==> src/logic/asf_pkg.sv <==
/*
 * Constants, types and shared decode functions for the async serial frame engine.
 * Assumes one 40 MHz system clock and a 16-bit register port with byte offsets.
 */
package asf_pkg;
    // Register byte offsets
    localparam logic [7:0]  OFF_BAUD   = 8'h00;
    localparam logic [7:0]  OFF_TXBUF  = 8'h04;
    localparam logic [7:0]  OFF_RXBUF  = 8'h08;
    localparam logic [7:0]  OFF_CTRL   = 8'h0c;
    localparam logic [7:0]  OFF_STATUS = 8'h14;
    // Control word fields
    localparam int          CTL_MODE_LO = 0;
    localparam int          CTL_STOP_LO = 3;
    localparam int          CTL_ODD     = 5;
    localparam int          CTL_LOOP    = 6;
    localparam int          CTL_RUN     = 7;
    localparam int          CTL_RXEN    = 8;
    localparam logic [8:0]  CTL_RESET   = 9'h000;
    // Status word fields
    localparam int          ST_RXFULL  = 0;
    localparam int          ST_DRAINED = 1;
    localparam int          ST_TXFREE  = 2;
    localparam int          ST_PARERR  = 3;
    localparam int          ST_FRMERR  = 4;
    localparam int          ST_OVERRUN = 5;
    // Frame mode codes
    localparam logic [2:0]  MODE_8   = 3'h1;
    localparam logic [2:0]  MODE_7P  = 3'h3;
    localparam logic [2:0]  MODE_9   = 3'h4;
    localparam logic [2:0]  MODE_8W  = 3'h5;
    localparam logic [2:0]  MODE_8P  = 3'h7;
    // Stop length codes
    localparam logic [1:0]  STOP_HALF    = 2'h0;
    localparam logic [1:0]  STOP_ONE     = 2'h1;
    localparam logic [1:0]  STOP_ONEHALF = 2'h2;
    localparam logic [1:0]  STOP_TWO     = 2'h3;
    // Oversampling timing in ticks
    localparam logic [5:0]  TICKS_BIT     = 6'h10;
    localparam logic [3:0]  DIV_LAST      = 4'hf;
    localparam logic [5:0]  VOTE_START    = 6'h03;
    localparam logic [5:0]  VOTE_DATA     = 6'h09;
    localparam logic [5:0]  VOTE_HALF     = 6'h05;
    localparam logic [5:0]  VOTE_ONE      = 6'h09;
    localparam logic [5:0]  VOTE_ONEHALF  = 6'h11;
    localparam logic [5:0]  VOTE_SECOND   = 6'h19;
    localparam logic [5:0]  TICKS_HALF    = 6'h08;
    localparam logic [5:0]  TICKS_ONEHALF = 6'h18;
    localparam logic [5:0]  TICKS_TWO     = 6'h20;

    typedef enum logic [2:0] {
        TX_IDLE  = 3'h0,
        TX_WAIT  = 3'h1,
        TX_START = 3'h3,
        TX_DATA  = 3'h2,
        TX_STOP  = 3'h6
    } asf_tx_state_type;

    typedef enum logic [1:0] {
        RX_IDLE  = 2'h0,
        RX_START = 2'h1,
        RX_DATA  = 2'h3,
        RX_STOP  = 2'h2
    } asf_rx_state_type;

    // Parity bit; even sets it on an odd count of ones
    function automatic logic asf_parity(input logic [7:0] d, input logic odd);
        return (^d) ^ odd;
    endfunction : asf_parity

    // Data field length including parity or wake bit
    function automatic logic [3:0] asf_nbits(input logic [2:0] mode);
        return mode[2] ? 4'h9 : 4'h8;
    endfunction : asf_nbits

    // Stop period length in ticks
    function automatic logic [5:0] asf_stop_ticks(input logic [1:0] sel);
        case (sel)
            STOP_HALF:    return TICKS_HALF;
            STOP_ONE:     return TICKS_BIT;
            STOP_ONEHALF: return TICKS_ONEHALF;
            default:      return TICKS_TWO;
        endcase
    endfunction : asf_stop_ticks

    function automatic logic asf_maj(input logic a, input logic b, input logic c);
        return (a & b) | (a & c) | (b & c);
    endfunction : asf_maj
endpackage : asf_pkg

==> src/logic/asf_frame_engine.sv <==
/*
 * Async serial frame engine: baud tick, transmit and receive datapaths, registers.
 * Assumes rxd is already synchronous to clk_sys and a bus master that never waits.
 */
module asf_frame_engine (
    input  wire logic        clk_sys,
    input  wire logic        rst,
    input  wire logic [7:0]  regAddr,
    input  wire logic [15:0] regWrData,
    input  wire logic        regWrEn,
    input  wire logic        regRdEn,
    output logic      [15:0] regRdData,
    input  wire logic        rxd,
    output logic             txd
);
    import asf_pkg::*;

    typedef struct packed {
        logic [8:0]       ctrl;
        logic [15:0]      reload;
        logic [15:0]      timer;
        logic             reloadPend;
        logic [3:0]       divCnt;
        asf_tx_state_type txState;
        logic [5:0]       txCnt;
        logic [3:0]       txBit;
        logic [8:0]       txShift;
        logic             txLine;
        logic [8:0]       txHold;
        logic             holdValid;
        logic             bufFree;
        logic             drained;
        asf_rx_state_type rxState;
        logic [5:0]       rxCnt;
        logic [3:0]       rxBit;
        logic [1:0]       rxSmp;
        logic [9:0]       rxShift;
        logic             rxFrameBad;
        logic [9:0]       rxEntry;
        logic             rxEntryPar;
        logic             rxFull;
        logic             overrun;
        logic [15:0]      rdData;
    } asf_state_type;

    asf_state_type st_r;
    asf_state_type st_nxt;

    logic       run;
    logic       tick;
    logic       divOvf;
    logic       rxIn;
    logic       rdRx;
    logic       rxDone;
    logic [2:0] mode;
    logic [1:0] stopSel;
    logic       oddSel;
    logic       vote3;

    // Baud tick only while running, so clearing run freezes both engines
    assign run     = st_r.ctrl[CTL_RUN];
    assign tick    = run && (st_r.timer == 16'h0000);
    assign divOvf  = tick && (st_r.divCnt == DIV_LAST);
    assign mode    = st_r.ctrl[CTL_MODE_LO +: 3];
    assign stopSel = st_r.ctrl[CTL_STOP_LO +: 2];
    assign oddSel  = st_r.ctrl[CTL_ODD];
    assign rxIn    = st_r.ctrl[CTL_LOOP] ? st_r.txLine : rxd;
    assign rdRx    = regRdEn && (regAddr == OFF_RXBUF);
    // Idle line is high whenever the generator is stopped
    assign txd       = run ? st_r.txLine : 1'b1;
    assign regRdData = st_r.rdData;
    assign vote3     = asf_maj(st_r.rxSmp[1], st_r.rxSmp[0], rxIn);

    // Shifter word; parity is made here so software never computes it
    function automatic logic [8:0] asf_tx_word(input logic [8:0] hold, input logic [2:0] md,
                                               input logic odd);
        case (md)
            MODE_7P: return {1'b0, asf_parity({1'b0, hold[6:0]}, odd), hold[6:0]};
            MODE_8P: return {asf_parity(hold[7:0], odd), hold[7:0]};
            default: return hold;
        endcase
    endfunction : asf_tx_word

    // Whole next-state computation
    always_comb begin
        logic [5:0] tc;
        logic [5:0] rc;
        logic       vote;
        logic [8:0] d9;
        logic       bit8;
        tc     = st_r.txCnt + 6'h01;
        rc     = st_r.rxCnt + 6'h01;
        vote   = asf_maj(st_r.rxSmp[1], st_r.rxSmp[0], rxIn);
        d9     = 9'h000;
        bit8   = 1'b0;
        rxDone = 1'b0;
        st_nxt = st_r;
        st_nxt.rdData = 16'h0000;

        // Reload timer; a pending write lands once run is set
        if (run) begin
            if (st_r.reloadPend) begin
                st_nxt.timer      = st_r.reload;
                st_nxt.reloadPend = 1'b0;
            end else if (tick) begin
                st_nxt.timer = st_r.reload;
            end else begin
                st_nxt.timer = st_r.timer - 16'h0001;
            end
        end
        if (tick) begin
            st_nxt.divCnt = st_r.divCnt + 4'h1;
        end

        // Transmitter
        case (st_r.txState)
            TX_IDLE: begin
                st_nxt.txLine = 1'b1;
                if (run && st_r.holdValid) begin
                    st_nxt.txShift   = asf_tx_word(st_r.txHold, mode, oddSel);
                    st_nxt.holdValid = 1'b0;
                    st_nxt.bufFree   = 1'b1;
                    st_nxt.txState   = TX_WAIT;
                end
            end
            TX_WAIT: begin
                if (divOvf) begin
                    st_nxt.txState = TX_START;
                    st_nxt.txLine  = 1'b0;
                    st_nxt.txCnt   = 6'h00;
                end
            end
            TX_START: begin
                if (tick) begin
                    st_nxt.txCnt = tc;
                    if (tc == TICKS_BIT) begin
                        st_nxt.txState = TX_DATA;
                        st_nxt.txLine  = st_r.txShift[0];
                        st_nxt.txCnt   = 6'h00;
                        st_nxt.txBit   = 4'h0;
                    end
                end
            end
            TX_DATA: begin
                if (tick) begin
                    st_nxt.txCnt = tc;
                    if (tc == TICKS_BIT) begin
                        st_nxt.txCnt = 6'h00;
                        if (st_r.txBit == asf_nbits(mode) - 4'h1) begin
                            st_nxt.txState = TX_STOP;
                            st_nxt.txLine  = 1'b1;
                            st_nxt.drained = 1'b1;
                        end else begin
                            st_nxt.txBit   = st_r.txBit + 4'h1;
                            st_nxt.txShift = st_r.txShift >> 1;
                            st_nxt.txLine  = st_r.txShift[1];
                        end
                    end
                end
            end
            TX_STOP: begin
                if (tick) begin
                    st_nxt.txCnt = tc;
                    if (tc == asf_stop_ticks(stopSel)) begin
                        st_nxt.txState = TX_IDLE;
                        if (st_r.holdValid) begin
                            st_nxt.txShift   = asf_tx_word(st_r.txHold, mode, oddSel);
                            st_nxt.holdValid = 1'b0;
                            st_nxt.bufFree   = 1'b1;
                            st_nxt.txState   = TX_WAIT;
                        end
                    end
                end
            end
            default: begin
                st_nxt.txState = TX_IDLE;
            end
        endcase

        // Receiver; all progress waits on the oversampling tick
        if (tick) begin
            st_nxt.rxSmp = {st_r.rxSmp[0], rxIn};
        end
        case (st_r.rxState)
            RX_IDLE: begin
                // Edge counts as sample one of the start bit
                if (tick && st_r.ctrl[CTL_RXEN] && st_r.rxSmp[0] && !rxIn) begin
                    st_nxt.rxState    = RX_START;
                    st_nxt.rxCnt      = 6'h01;
                    st_nxt.rxFrameBad = 1'b0;
                end
            end
            RX_START: begin
                if (tick) begin
                    st_nxt.rxCnt = rc;
                    if (rc == VOTE_START && vote) begin
                        st_nxt.rxState = RX_IDLE;
                    end else if (rc == TICKS_BIT) begin
                        st_nxt.rxState = RX_DATA;
                        st_nxt.rxCnt   = 6'h00;
                        st_nxt.rxBit   = 4'h0;
                    end
                end
            end
            RX_DATA: begin
                if (tick) begin
                    st_nxt.rxCnt = rc;
                    if (rc == VOTE_DATA) begin
                        st_nxt.rxShift = {vote, st_r.rxShift[9:1]};
                    end
                    if (rc == TICKS_BIT) begin
                        st_nxt.rxCnt = 6'h00;
                        st_nxt.rxBit = st_r.rxBit + 4'h1;
                        if (st_r.rxBit == asf_nbits(mode) - 4'h1) begin
                            st_nxt.rxState = RX_STOP;
                        end
                    end
                end
            end
            RX_STOP: begin
                if (tick) begin
                    st_nxt.rxCnt = rc;
                    // Vote windows differ with the programmed stop length
                    if ((stopSel == STOP_HALF && rc == VOTE_HALF) ||
                        ((stopSel == STOP_ONE || stopSel == STOP_TWO) && rc == VOTE_ONE) ||
                        (stopSel == STOP_ONEHALF && rc == VOTE_ONEHALF) ||
                        (stopSel == STOP_TWO && rc == VOTE_SECOND)) begin
                        st_nxt.rxFrameBad = st_r.rxFrameBad | !vote;
                    end
                    if (rc == asf_stop_ticks(stopSel)) begin
                        st_nxt.rxState = RX_IDLE;
                        rxDone         = 1'b1;
                    end
                end
            end
            default: begin
                st_nxt.rxState = RX_IDLE;
            end
        endcase

        // Reading the buffer releases it; a same-cycle arrival still wins below
        if (rdRx) begin
            st_nxt.rxFull  = 1'b0;
            st_nxt.overrun = 1'b0;
        end

        // Frame hand-over into the receive buffer
        if (rxDone) begin
            d9 = asf_nbits(mode) == 4'h9 ? st_r.rxShift[9:1] : {1'b0, st_r.rxShift[9:2]};
            case (mode)
                MODE_7P: bit8 = d9[7] ^ asf_parity({1'b0, d9[6:0]}, oddSel);
                MODE_8P: bit8 = d9[8] ^ asf_parity(d9[7:0], oddSel);
                default: bit8 = d9[8];
            endcase
            // Wake mode drops data frames without any trace
            if (!(mode == MODE_8W && !d9[8])) begin
                if (st_r.rxFull && !rdRx) begin
                    st_nxt.overrun = 1'b1;
                end
                st_nxt.rxEntry    = {st_r.rxFrameBad, bit8, d9[7:0]};
                st_nxt.rxEntryPar = (mode == MODE_7P) || (mode == MODE_8P);
                st_nxt.rxFull     = 1'b1;
            end
        end

        // Register writes
        if (regWrEn) begin
            case (regAddr)
                OFF_CTRL: begin
                    st_nxt.ctrl = regWrData[8:0];
                end
                OFF_BAUD: begin
                    st_nxt.reload = regWrData;
                    if (run) begin
                        st_nxt.timer = regWrData;
                    end else begin
                        st_nxt.reloadPend = 1'b1;
                    end
                end
                OFF_TXBUF: begin
                    // Later write wins over a same-cycle move into the shifter
                    st_nxt.txHold    = regWrData[8:0];
                    st_nxt.holdValid = 1'b1;
                    st_nxt.bufFree   = 1'b0;
                    st_nxt.drained   = 1'b0;
                end
                default: begin
                end
            endcase
        end

        // Register reads; unmapped offsets return zero
        if (regRdEn) begin
            case (regAddr)
                OFF_BAUD:   st_nxt.rdData = st_r.timer;
                OFF_RXBUF:  st_nxt.rdData = {7'h00, st_r.rxEntry[8:0]};
                OFF_CTRL:   st_nxt.rdData = {7'h00, st_r.ctrl};
                OFF_STATUS: begin
                    st_nxt.rdData[ST_RXFULL]  = st_r.rxFull;
                    st_nxt.rdData[ST_DRAINED] = st_r.drained;
                    st_nxt.rdData[ST_TXFREE]  = st_r.bufFree;
                    st_nxt.rdData[ST_PARERR]  = st_r.rxFull && st_r.rxEntryPar
                                                && st_r.rxEntry[8];
                    st_nxt.rdData[ST_FRMERR]  = st_r.rxFull && st_r.rxEntry[9];
                    st_nxt.rdData[ST_OVERRUN] = st_r.overrun;
                end
                default:    st_nxt.rdData = 16'h0000;
            endcase
        end
    end

    // State register; reset leaves engines idle, receive flags clear, buffer-free and drained flags set
    always_ff @(posedge clk_sys) begin
        if (rst) begin
            st_r           <= '0;
            st_r.txLine    <= 1'b1;
            st_r.bufFree   <= 1'b1;
            st_r.drained   <= 1'b1;
            st_r.rxSmp     <= 2'h3;
        end else begin
            st_r <= st_nxt;
        end
    end
endmodule : asf_frame_engine

==> config.mk <==
export PLATFORM = sky130hd
export DESIGN_NAME = asf_frame_engine
export DESIGN_NICKNAME = d
export VERILOG_FILES = /design/src/logic/asf_pkg.sv /design/src/logic/asf_frame_engine.sv
export SDC_FILE = /design/constraint.sdc
export NUM_CORES = 1
export LEC_CHECK = 0
export BUFFER_PORTS_ARGS = -buffer_cell sky130_fd_sc_hd__buf_2
export CORE_MARGIN = 2
export CORE_UTILIZATION = 48
export CTS_BUF_LIST = sky130_fd_sc_hd__clkbuf_16
export CTS_CLUSTER_DIAMETER = 40
export CTS_CLUSTER_SIZE = 25
export DETAILED_ROUTE_END_ITERATION = 8
export PLACE_DENSITY = 0.68
export SETUP_SLACK_MARGIN = 0.3
export SLEW_MARGIN = 25
export SYNTH_ARGS = -nofsm -noshare
export SYNTH_HDL_FRONTEND = slang
export SYNTH_SLANG_ARGS = --single-unit
export TNS_END_PERCENT = 5
==> constraint.sdc <==
create_clock -name clk_sys -period 2.4 [get_ports clk_sys]
set_clock_uncertainty 0.15 [all_clocks]
set_input_delay 0.24 -clock clk_sys [delete_from_list [all_inputs] [get_ports clk_sys]]
set_output_delay 0.24 -clock clk_sys [all_outputs]
set_load 0.005 [all_outputs]
; Word-level counts from Yosys, hierarchy flattened
; Cells that the tools add are included.
[classes]
add_sub_neg = 7
mul = 0
div = 0
n_lt_le_gt_ge = 0
eq_ne = 52
n_shift = 0
mux = 77
n_bitwise = 14
n_reduce_logical = 56
[op_table]
columns = operator, n
row1 = 9-bit 2-to-1 mux, 7
row2 = 17-bit 2-to-1 mux, 3
row3 = 12-bit 2-to-1 mux, 4
row4 = 16-bit 2-to-1 mux, 3
row5 = 6-bit one-hot mux with 4 select lines, 2
row6 = 23-bit 2-to-1 mux, 2
row7 = 2-bit != test (second input constant), 21
row8 = 13-bit 2-to-1 mux, 3
row9 = 8-bit one-hot mux with 4 select lines, 1
row10 = 8-bit parity, 4
row11 = 10-bit one-hot mux with 3 select lines, 1
row12 = 9-bit one-hot mux with 3 select lines, 1
row13 = 6-bit by 5-bit equality test with 1-bit output (second input constant), 4
row14 = 1-bit 2-to-1 mux, 21
row15 = 2-bit 2-to-1 mux, 9
row16 = 6-bit 2-to-1 mux, 3
row17 = 6-bit one-hot mux with 3 select lines, 1
row18 = 9-bit one-hot mux with 2 select lines, 1
row19 = 6-bit AND reduction, 3
row20 = 1-bit logical AND, 17
row21 = 8-bit by 4-bit equality test with 1-bit output (second input constant), 2
row22 = 16-bit logical NOT, 1
row23 = 8-bit 2-to-1 mux, 2
row24 = 4-bit one-hot mux with 2 select lines, 2
row25 = 43 further kinds, 88
[totals]
reg_bits = 135
latchBits = 0
ramBits = 0
romBits = 0
output_inout_bits = 17
wordCells = 231
mem_count = 0

; Longest topological paths before layout
; Gate-level depths: netlist (run 1).
[logic_depth]
word_depth = 10
ltp_mapped = 10

; Least setup slack after synthesis (run 1)
; Ideal clock, no wire load.
[synth_path]
kind = register to register
from = register st_r[129] in the netlist's numbering
to = register st_r[87] in the netlist's numbering
arrival_time_ns = 2.194
required_ns = 2.179
slack_ns = -0.015
stages_incl_launch_ff = 9
path_cell_list = dfxtp_1 inv_1 ha_1 nor2_2 xnor3_1 a2111oi_4 a211oi_2 or3_1 a21oi_1
[synth_between]
elab_chain_len = 7
elab_cells_between_ends = 9
classes_between = eq/ne (4) / mux (3) / reduce/logical (2)
[synth_lines]
columns = item, line
row1 = "start, declared", asf_frame_engine.sv:46  ; asf_state_type st_r;
row2 = "start signal, assigned", asf_frame_engine.sv:321  ; st_r <= st_nxt;
row3 = "2-bit equality test, or another cell as far along", asf_pkg.sv:78  ; case (sel)
row4 = 6-bit one-hot mux with 3 select lines (*), asf_pkg.sv:78
row5 = 6-bit 2-to-1 mux (*), asf_frame_engine.sv:162  ; if (tick) begin
row6 = 6-bit 2-to-1 mux (*), asf_frame_engine.sv:116  ; case (st_r.txState)
row7 = 6-bit equality test (*), asf_frame_engine.sv:164  ; if (tc == asf_stop_ticks(stopSel)) begin
row8 = 2-bit != test (no line) (*), --
row9 = 9-bit AND reduction (no line) (*), --
; Every way passes the cells marked *; elsewhere a longest branch is shown, timed or not. The select of a mux whose other input is x is not followed.
; A chain may end at the register's enable or synchronous reset.

; Worst setup path after layout (run 1)
; Same ends and word-level chain as after synthesis.

==> flow_summary_export.csv, run 1 <==
group,metric,value,unit
timing,report.final.slew_viol_count,0,
worst_setup_path,path_buf_inv,1,
final_layout,antennaDiodeCount,0,
worst_setup_path,setup.worst_path.start_class,"flop",
die,die_w,126.6,um
pwr,power_switching,1350,uW
synthesis,synth-seq-cells,134,
detailed_routing,via_per_inst,5.777,
timing,grt_setup_unrepaired,"yes",
cts,cts_buffers,17,
synthesis,async_flop_share,0,%
die,dieHeight,126.6,um
detailed_routing,wl,19.36,mm
pwr,switching_share,23.29,%
timing,max_slew.worst_pin.slew,0.5801,ns
worst_setup_path,crit_type,"reg -> reg",
cts,h-tree-depth,4,
grt,grt_pass1_vias,6099,
pwr,ir_drop,0.0005504,V
detailed_routing,ant_nets,0,
detailed_routing,dr.pass1.iters,6,
place,hpwl,12.99,mm
timing,layout_worst_path_cycle_share,102.1,%
final_layout,area_growth_syn_to_layout,28.53,%
grt,antenna_found_initial,0,
worst_setup_path,r2r_start,"st_r[129]",
place,gp_congestion,0.8795,
timing,finalSetupViolCount,1,
synthesis,syn_area_per_cell,8.375,um^2
status,failed_checks,"negative setup slack",
synthesis,syn_area,7211,um^2
worst_setup_path,crit_path_max_fanout,6,
detailed_routing,vias,6643,
place,post-place-ws,-0.02570,ns
worst_setup_path,cpLargestDelayFamily,"compound AO/OA/AOI/OAI gates",
synthesis,synth_edf_count,0,
timing,slew_headroom,60.80,%
die,dieArea,16020,um^2
synthesis,ys_seq_area_share,37.20,%
worst_setup_path,cp.depth,8,
status,status,"complete, but fails checks",
die,core,14590,um^2
flow_run,drv_cap,0,
synthesis,ys_types,75,
timing,period_minus_slack,2.450,ns
final_layout,drive_gt1_share,26.50,%
synthesis,syn_inst,861,
cts,clk_path_buf_depth,2,
final_layout,seqCellArea,2700,um^2
synthesis,ys_warn_count,0,
worst_setup_path,r2r-end,"st_r[87]",
worst_setup_path,slowest_delay,0.46,ns
worst_setup_path,crit_required,2.60,ns
detailed_routing,dr.first_iter.drc_count,591,
final_layout,final_cell_mix,"dfxtp_1 (124), nand2_1 (98), nor2_1 (89)",
pwr,power_density,625.8,nW/um^2
final_layout,fin_nets,995,
synthesis,syn_nets,903,
pwr,pwr-share-seq,40.1,%
die,ioPinCount,46,
cts,clock_sinks,134,
hold_path,hold_depth,3,
final_layout,final_util,63.52,%
pwr,pwr-share-clk,51.1,%
worst_setup_path,crit_chain,"inv_4, ha_4, xnor2_4, xnor2_2, a2111oi_4, a211oi_4, or3_1, a21oi_1",
worst_setup_path,slowest_stage,"a2111oi_4",
timing,worst_slack,-0.05037,ns
cts,cts_tree,"built",
hold_path,min_from,"regRdEn",
timing,max_freq,0.4081,GHz
synthesis,ys.flop_type,"dfxtp_1",
grt,gr-total-overflow,0,
detailed_routing,drc_errors,0,
place,io_buffers,45,
pwr,p_comb_share,8.8,%
worst_setup_path,r2r_cells,8,
hold_path,hold_path_class,"in -> reg",
die,initial_utilization,49.43,%
final_layout,multi_input_area,4486,um^2
cts,path_clk_slew,0.06,ns
timing,finalHoldViolCount,0,
worst_setup_path,r2r_slack,-0.05,ns
grt,grt_pass1_wl,31.15,mm
cts,cts_root_buf,"clkbuf_16",
grt,grt_usage,24.09,%
die,num_rows,44,
final_layout,final_common_cell,"dfxtp_1",
pwr,p_leak,0.003644,uW
worst_setup_path,critPathArrivalTime,2.65,ns
hold_path,hold_end,"st_r[16]",
worst_setup_path,end_kind,"flop",
final_layout,fillers,1195,
cts,clk_latency,0.43,ns
detailed_routing,wl_per_cell,16.83,um
pwr,p_int,4449,uW
grt,grt_start_max_net_pins,106,
## tightest hold or removal path: stages
cell and delay [ns]:
buf_2 0.11, nand2_1 0.07, o211a_1 0.12
## through the flow
stage	area (um^2)	power [uW]	hold slack [ns]	TNS (ns)	instances
after floorplan	7331	2669	0.2271	0	861
after global placement	8018	2822	0.2910	0	1089
after detailed placement	8018	2827	0.2975	-0.02570	1089
after CTS	8981	5790	0.003860	0	1146
after global routing	9268	5974	0.02738	-1.110	1150
final	9268	5800	0.01597	-0.05037	1150
## cells by family after synthesis
family | Yosys count | share of synthesized area (%)
buffers and inverters | 86 | 5.622
AOI/OAI and AO/OA | 197 | 18.25
xor gates and xnor gates | 40 | 5.431
DFF | 134 | 37.20
adders and majority gates | 14 | 2.395
and+or+nand+nor | 343 | 24.36
muxes | 47 | 6.733
## how the worst max path moves through the flow
stage,end,slack (ns),start
after floorplan,st_r[52],0.20,st_r[95]
after global placement,st_r[29],0.02,st_r[107]
after detailed placement,st_r[29],-0.03,st_r[107]
after CTS,st_r[27],0.04,st_r[95]
after global routing,st_r[87],-0.09,st_r[129]
final,st_r[87],-0.05,st_r[129]
## synth_stat cells, types with 16 or more instances
library cell / count / area [um^2]
nor2_1: 91 / 341.6
nand2_1: 100 / 375.4
buf_4: 17 / 127.6
xnor2_1: 24 / 210.2
and3_1: 16 / 100.1
clkbuf_1: 38 / 142.6
nand3_1: 28 / 140.1
a21oi_1: 75 / 375.4
a311oi_1: 17 / 148.9
mux2i_1: 35 / 350.3
dfxtp_1: 134 / 2683
o21ai_0: 26 / 130.1
## per-layer routing
metal | vias to the layer above | track usage, % | share of wire, %
li1 | 3276 | - | -
met1 | 3158 | 34.43 | 47
met2 | 181 | 37.21 | 46
met3 | 28 | 4.597 | 5.1
met4 | 0 | 6.787 | 1.3
met5 | - | 0 | 0
## sequential cells by signal, indices dropped and copies added, names as in the netlist
register   cells
mode           3
oddSel         1
regRdData     16
run            1
st_r         113
## area by class of cell
class	count	area share, %
multi-input combinational	641	48.40
sequential	134	29.13
timing repair buffer	146	12.29
clock buffer	17	4.590
clock inverter	15	2.552
tap	184	2.484
inverter	13	0.5535
## power by group through the flow
stage	logic (uW)	registers (uW)	clock network, uW
floorplan	320	2350	0
global route	557	2330	3090
finish	510	2330	2960
global placement	454	2370	0
CTS	483	2320	2980
detailed placement	459	2370	0
## repair_timing
action | CTS | global route
endpoints found under the setup margin | 63 | 76
pin swaps | 6 | 42
hold buffers | 17 | 0
buffers inserted | 8 | 3
endpoints found under the hold margin | 46 | 0
gates cloned | 0 | 1
resized for setup | 14 | 56
No activity file was read; power rests on OpenSTA's default activity.
==> run 2, diff against run 1 <==
Settings changed: REMOVE_ABC_BUFFERS set to 1.
==> run 2 against run 1 <==
Setup slack better by 0.058 ns. Utilization is 1.0 points higher. The flow now finishes without violations. Die area stayed put. Largest power group unchanged. Clock power is 4% lower. Final cell count increased by 1.7%. Largest cell class unchanged. Sequential cell count unchanged.
==> flow_summary_export.csv, run 2 (same netlist as run 1, synthesis figures left out) <==
group,metric,value,unit
status,status,"finished, final reports clean",
timing,max_slew.worst_pin.slew,0.5740,ns
timing,period_minus_slack,2.393,ns
worst_setup_path,crit_type,"reg -> reg",
detailed_routing,drc_errors,0,
pwr,p_leak,0.003733,uW
final_layout,largest-register,"st_r",
timing,max_freq,0.4179,GHz
timing,finalHoldViolCount,0,
worst_setup_path,setup.worst_path.start_class,"flop",
flow_run,drv_cap,0,
place,hpwl,13.35,mm
pwr,ir_drop,0.0006993,V
detailed_routing,ant_nets,0,
grt,antenna_found_initial,0,
timing,grt_setup_unrepaired,"yes",
final_layout,largest_reg_flops,113,
cts,clock_sinks,134,
place,placed_cells,1109,
final_layout,instances_no_fill,1170,
final_layout,final_cell_mix,"dfxtp_1 (125), nand2_1 (100), nor2_1 (88), buf_4 (88), a21oi_1 (67)",
cts,clk_latency,0.43,ns
place,gp_congestion,0.8744,
timing,slew_headroom,61.21,%
timing,timing.hold.ws,0.01917,ns
detailed_routing,vias,6780,
cts,cts_root_buf,"clkbuf_16",
worst_setup_path,critPathArrivalTime,2.60,ns
place,place_area,8055,um^2
hold_path,hold_path_class,"in -> reg",
final_layout,final_common_cell,"dfxtp_1",
final_layout,fin_area,9418,um^2
die,dieArea,16020,um^2
grt,gr-total-overflow,0,
timing,tns,0,ns
cts,cts_tree,"built",
timing,finalSetupViolCount,0,
final_layout,drive_gt1_share,28.40,%
grt,grt_start_max_net_pins,75,
grt,grt_pass1_vias,6398,
detailed_routing,via_per_inst,5.795,
final_layout,fin_nets,1015,
detailed_routing,wl_per_cell,16.97,um
place,io_buffers,45,
final_layout,area_growth_syn_to_layout,30.61,%
die,num_rows,44,
die,die_w,126.6,um
grt,grt_usage,24.48,%
worst_setup_path,crit_required,2.60,ns
cts,h-tree-depth,4,
die,dieHeight,126.6,um
cts,path_clk_slew,0.06,ns
detailed_routing,wl,19.86,mm
cts,clk_path_buf_depth,2,
pwr,power_density,611.0,nW/um^2
worst_setup_path,end_kind,"flop",
detailed_routing,dr.pass1.iters,6,
die,ioPinCount,46,
die,initial_utilization,49.43,%
cts,cts_buffers,17,
worst_setup_path,crit_path_max_fanout,6,
timing,report.final.slew_viol_count,0,
timing,layout_worst_path_cycle_share,99.69,%
grt,grt_pass1_wl,31.82,mm
final_layout,antennaDiodeCount,0,
die,core,14590,um^2
detailed_routing,dr.first_iter.drc_count,542,
==> run 2: cell count changes in the layout (fill, tap and decap cells not counted), moves of 3 or more <==
cell      change
a21oi_1       -6
a21oi_2       +5
buf_4        +17
clkinv_4      -3
o21ai_0       +4
==> run 2: final timing paths <==
path | startpoint | to | slack (ns) | depth (start not counted)
hold reg to reg | st_r[115] | st_r[115] | 0.30 | 2
setup reg to reg | st_r[130] | st_r[87] | 0.007 | 9
setup / recovery | st_r[130] | st_r[87] | 0.007 | 9
hold / removal | regRdEn | st_r[17] | 0.02 | 4
==> run 2: metrics by stage <==
stage                     utilization [%]  setup WS (ns)  power [uW]
after floorplan                         -        -0.7053        2603
after global placement              55.21       -0.02539        2793
after detailed placement            55.21       -0.08292        2798
after CTS                           62.45        0.01473        5725
after global routing                64.55       -0.04679        5913
final                               64.55       0.007327        5754
==> run 2: layer usage <==
metal / up-vias / part of all wire [%] / track usage (%)
li1: 3325 / - / -
met1: 3239 / 47 / 34.23
met2: 189 / 46 / 37.75
met3: 27 / 4.5 / 4.471
met4: 0 / 1.9 / 9.179
met5: - / 0 / 0
==> run 2: critical path, cell delays in order (launching register included) <==
cell       delay (ns)
dfxtp_2          0.33
buf_6            0.12
ha_4             0.17
xor2_2           0.15
a31o_2           0.25
a2111oi_4        0.34
buf_4            0.20
a211oi_4         0.10
or3_1            0.37
a21oi_1          0.14
==> run 2: final cells by class <==
type | instances | area [um^2]
well taps | 184 | 230.2
flip-flops and latches | 134 | 2696
repair buffers | 166 | 1301
multi-input cells | 641 | 4506
clock buffers | 17 | 425.4
clock inverters | 15 | 210.2
inverters | 13 | 48.80
fillers | 1165 | 5171
==> run 2: what timing repair did <==
| action | in CTS | in global routing |
|---|---|---|
| pin swaps | 14 | 47 |
| gates cloned | 1 | 0 |
| endpoints found under the setup margin | 76 | 77 |
| resized for setup | 40 | 62 |
| endpoints found under the hold margin | 49 | 0 |
| hold buffers | 17 | 0 |
| buffers inserted | 7 | 4 |
==> run 2: where the power goes <==
part	internal (uW)	total [uW]	switching, uW
logic	280	588	308
clock network	1830	2840	1010
registers	2280	2330	48.2
total	4390	5750	1370
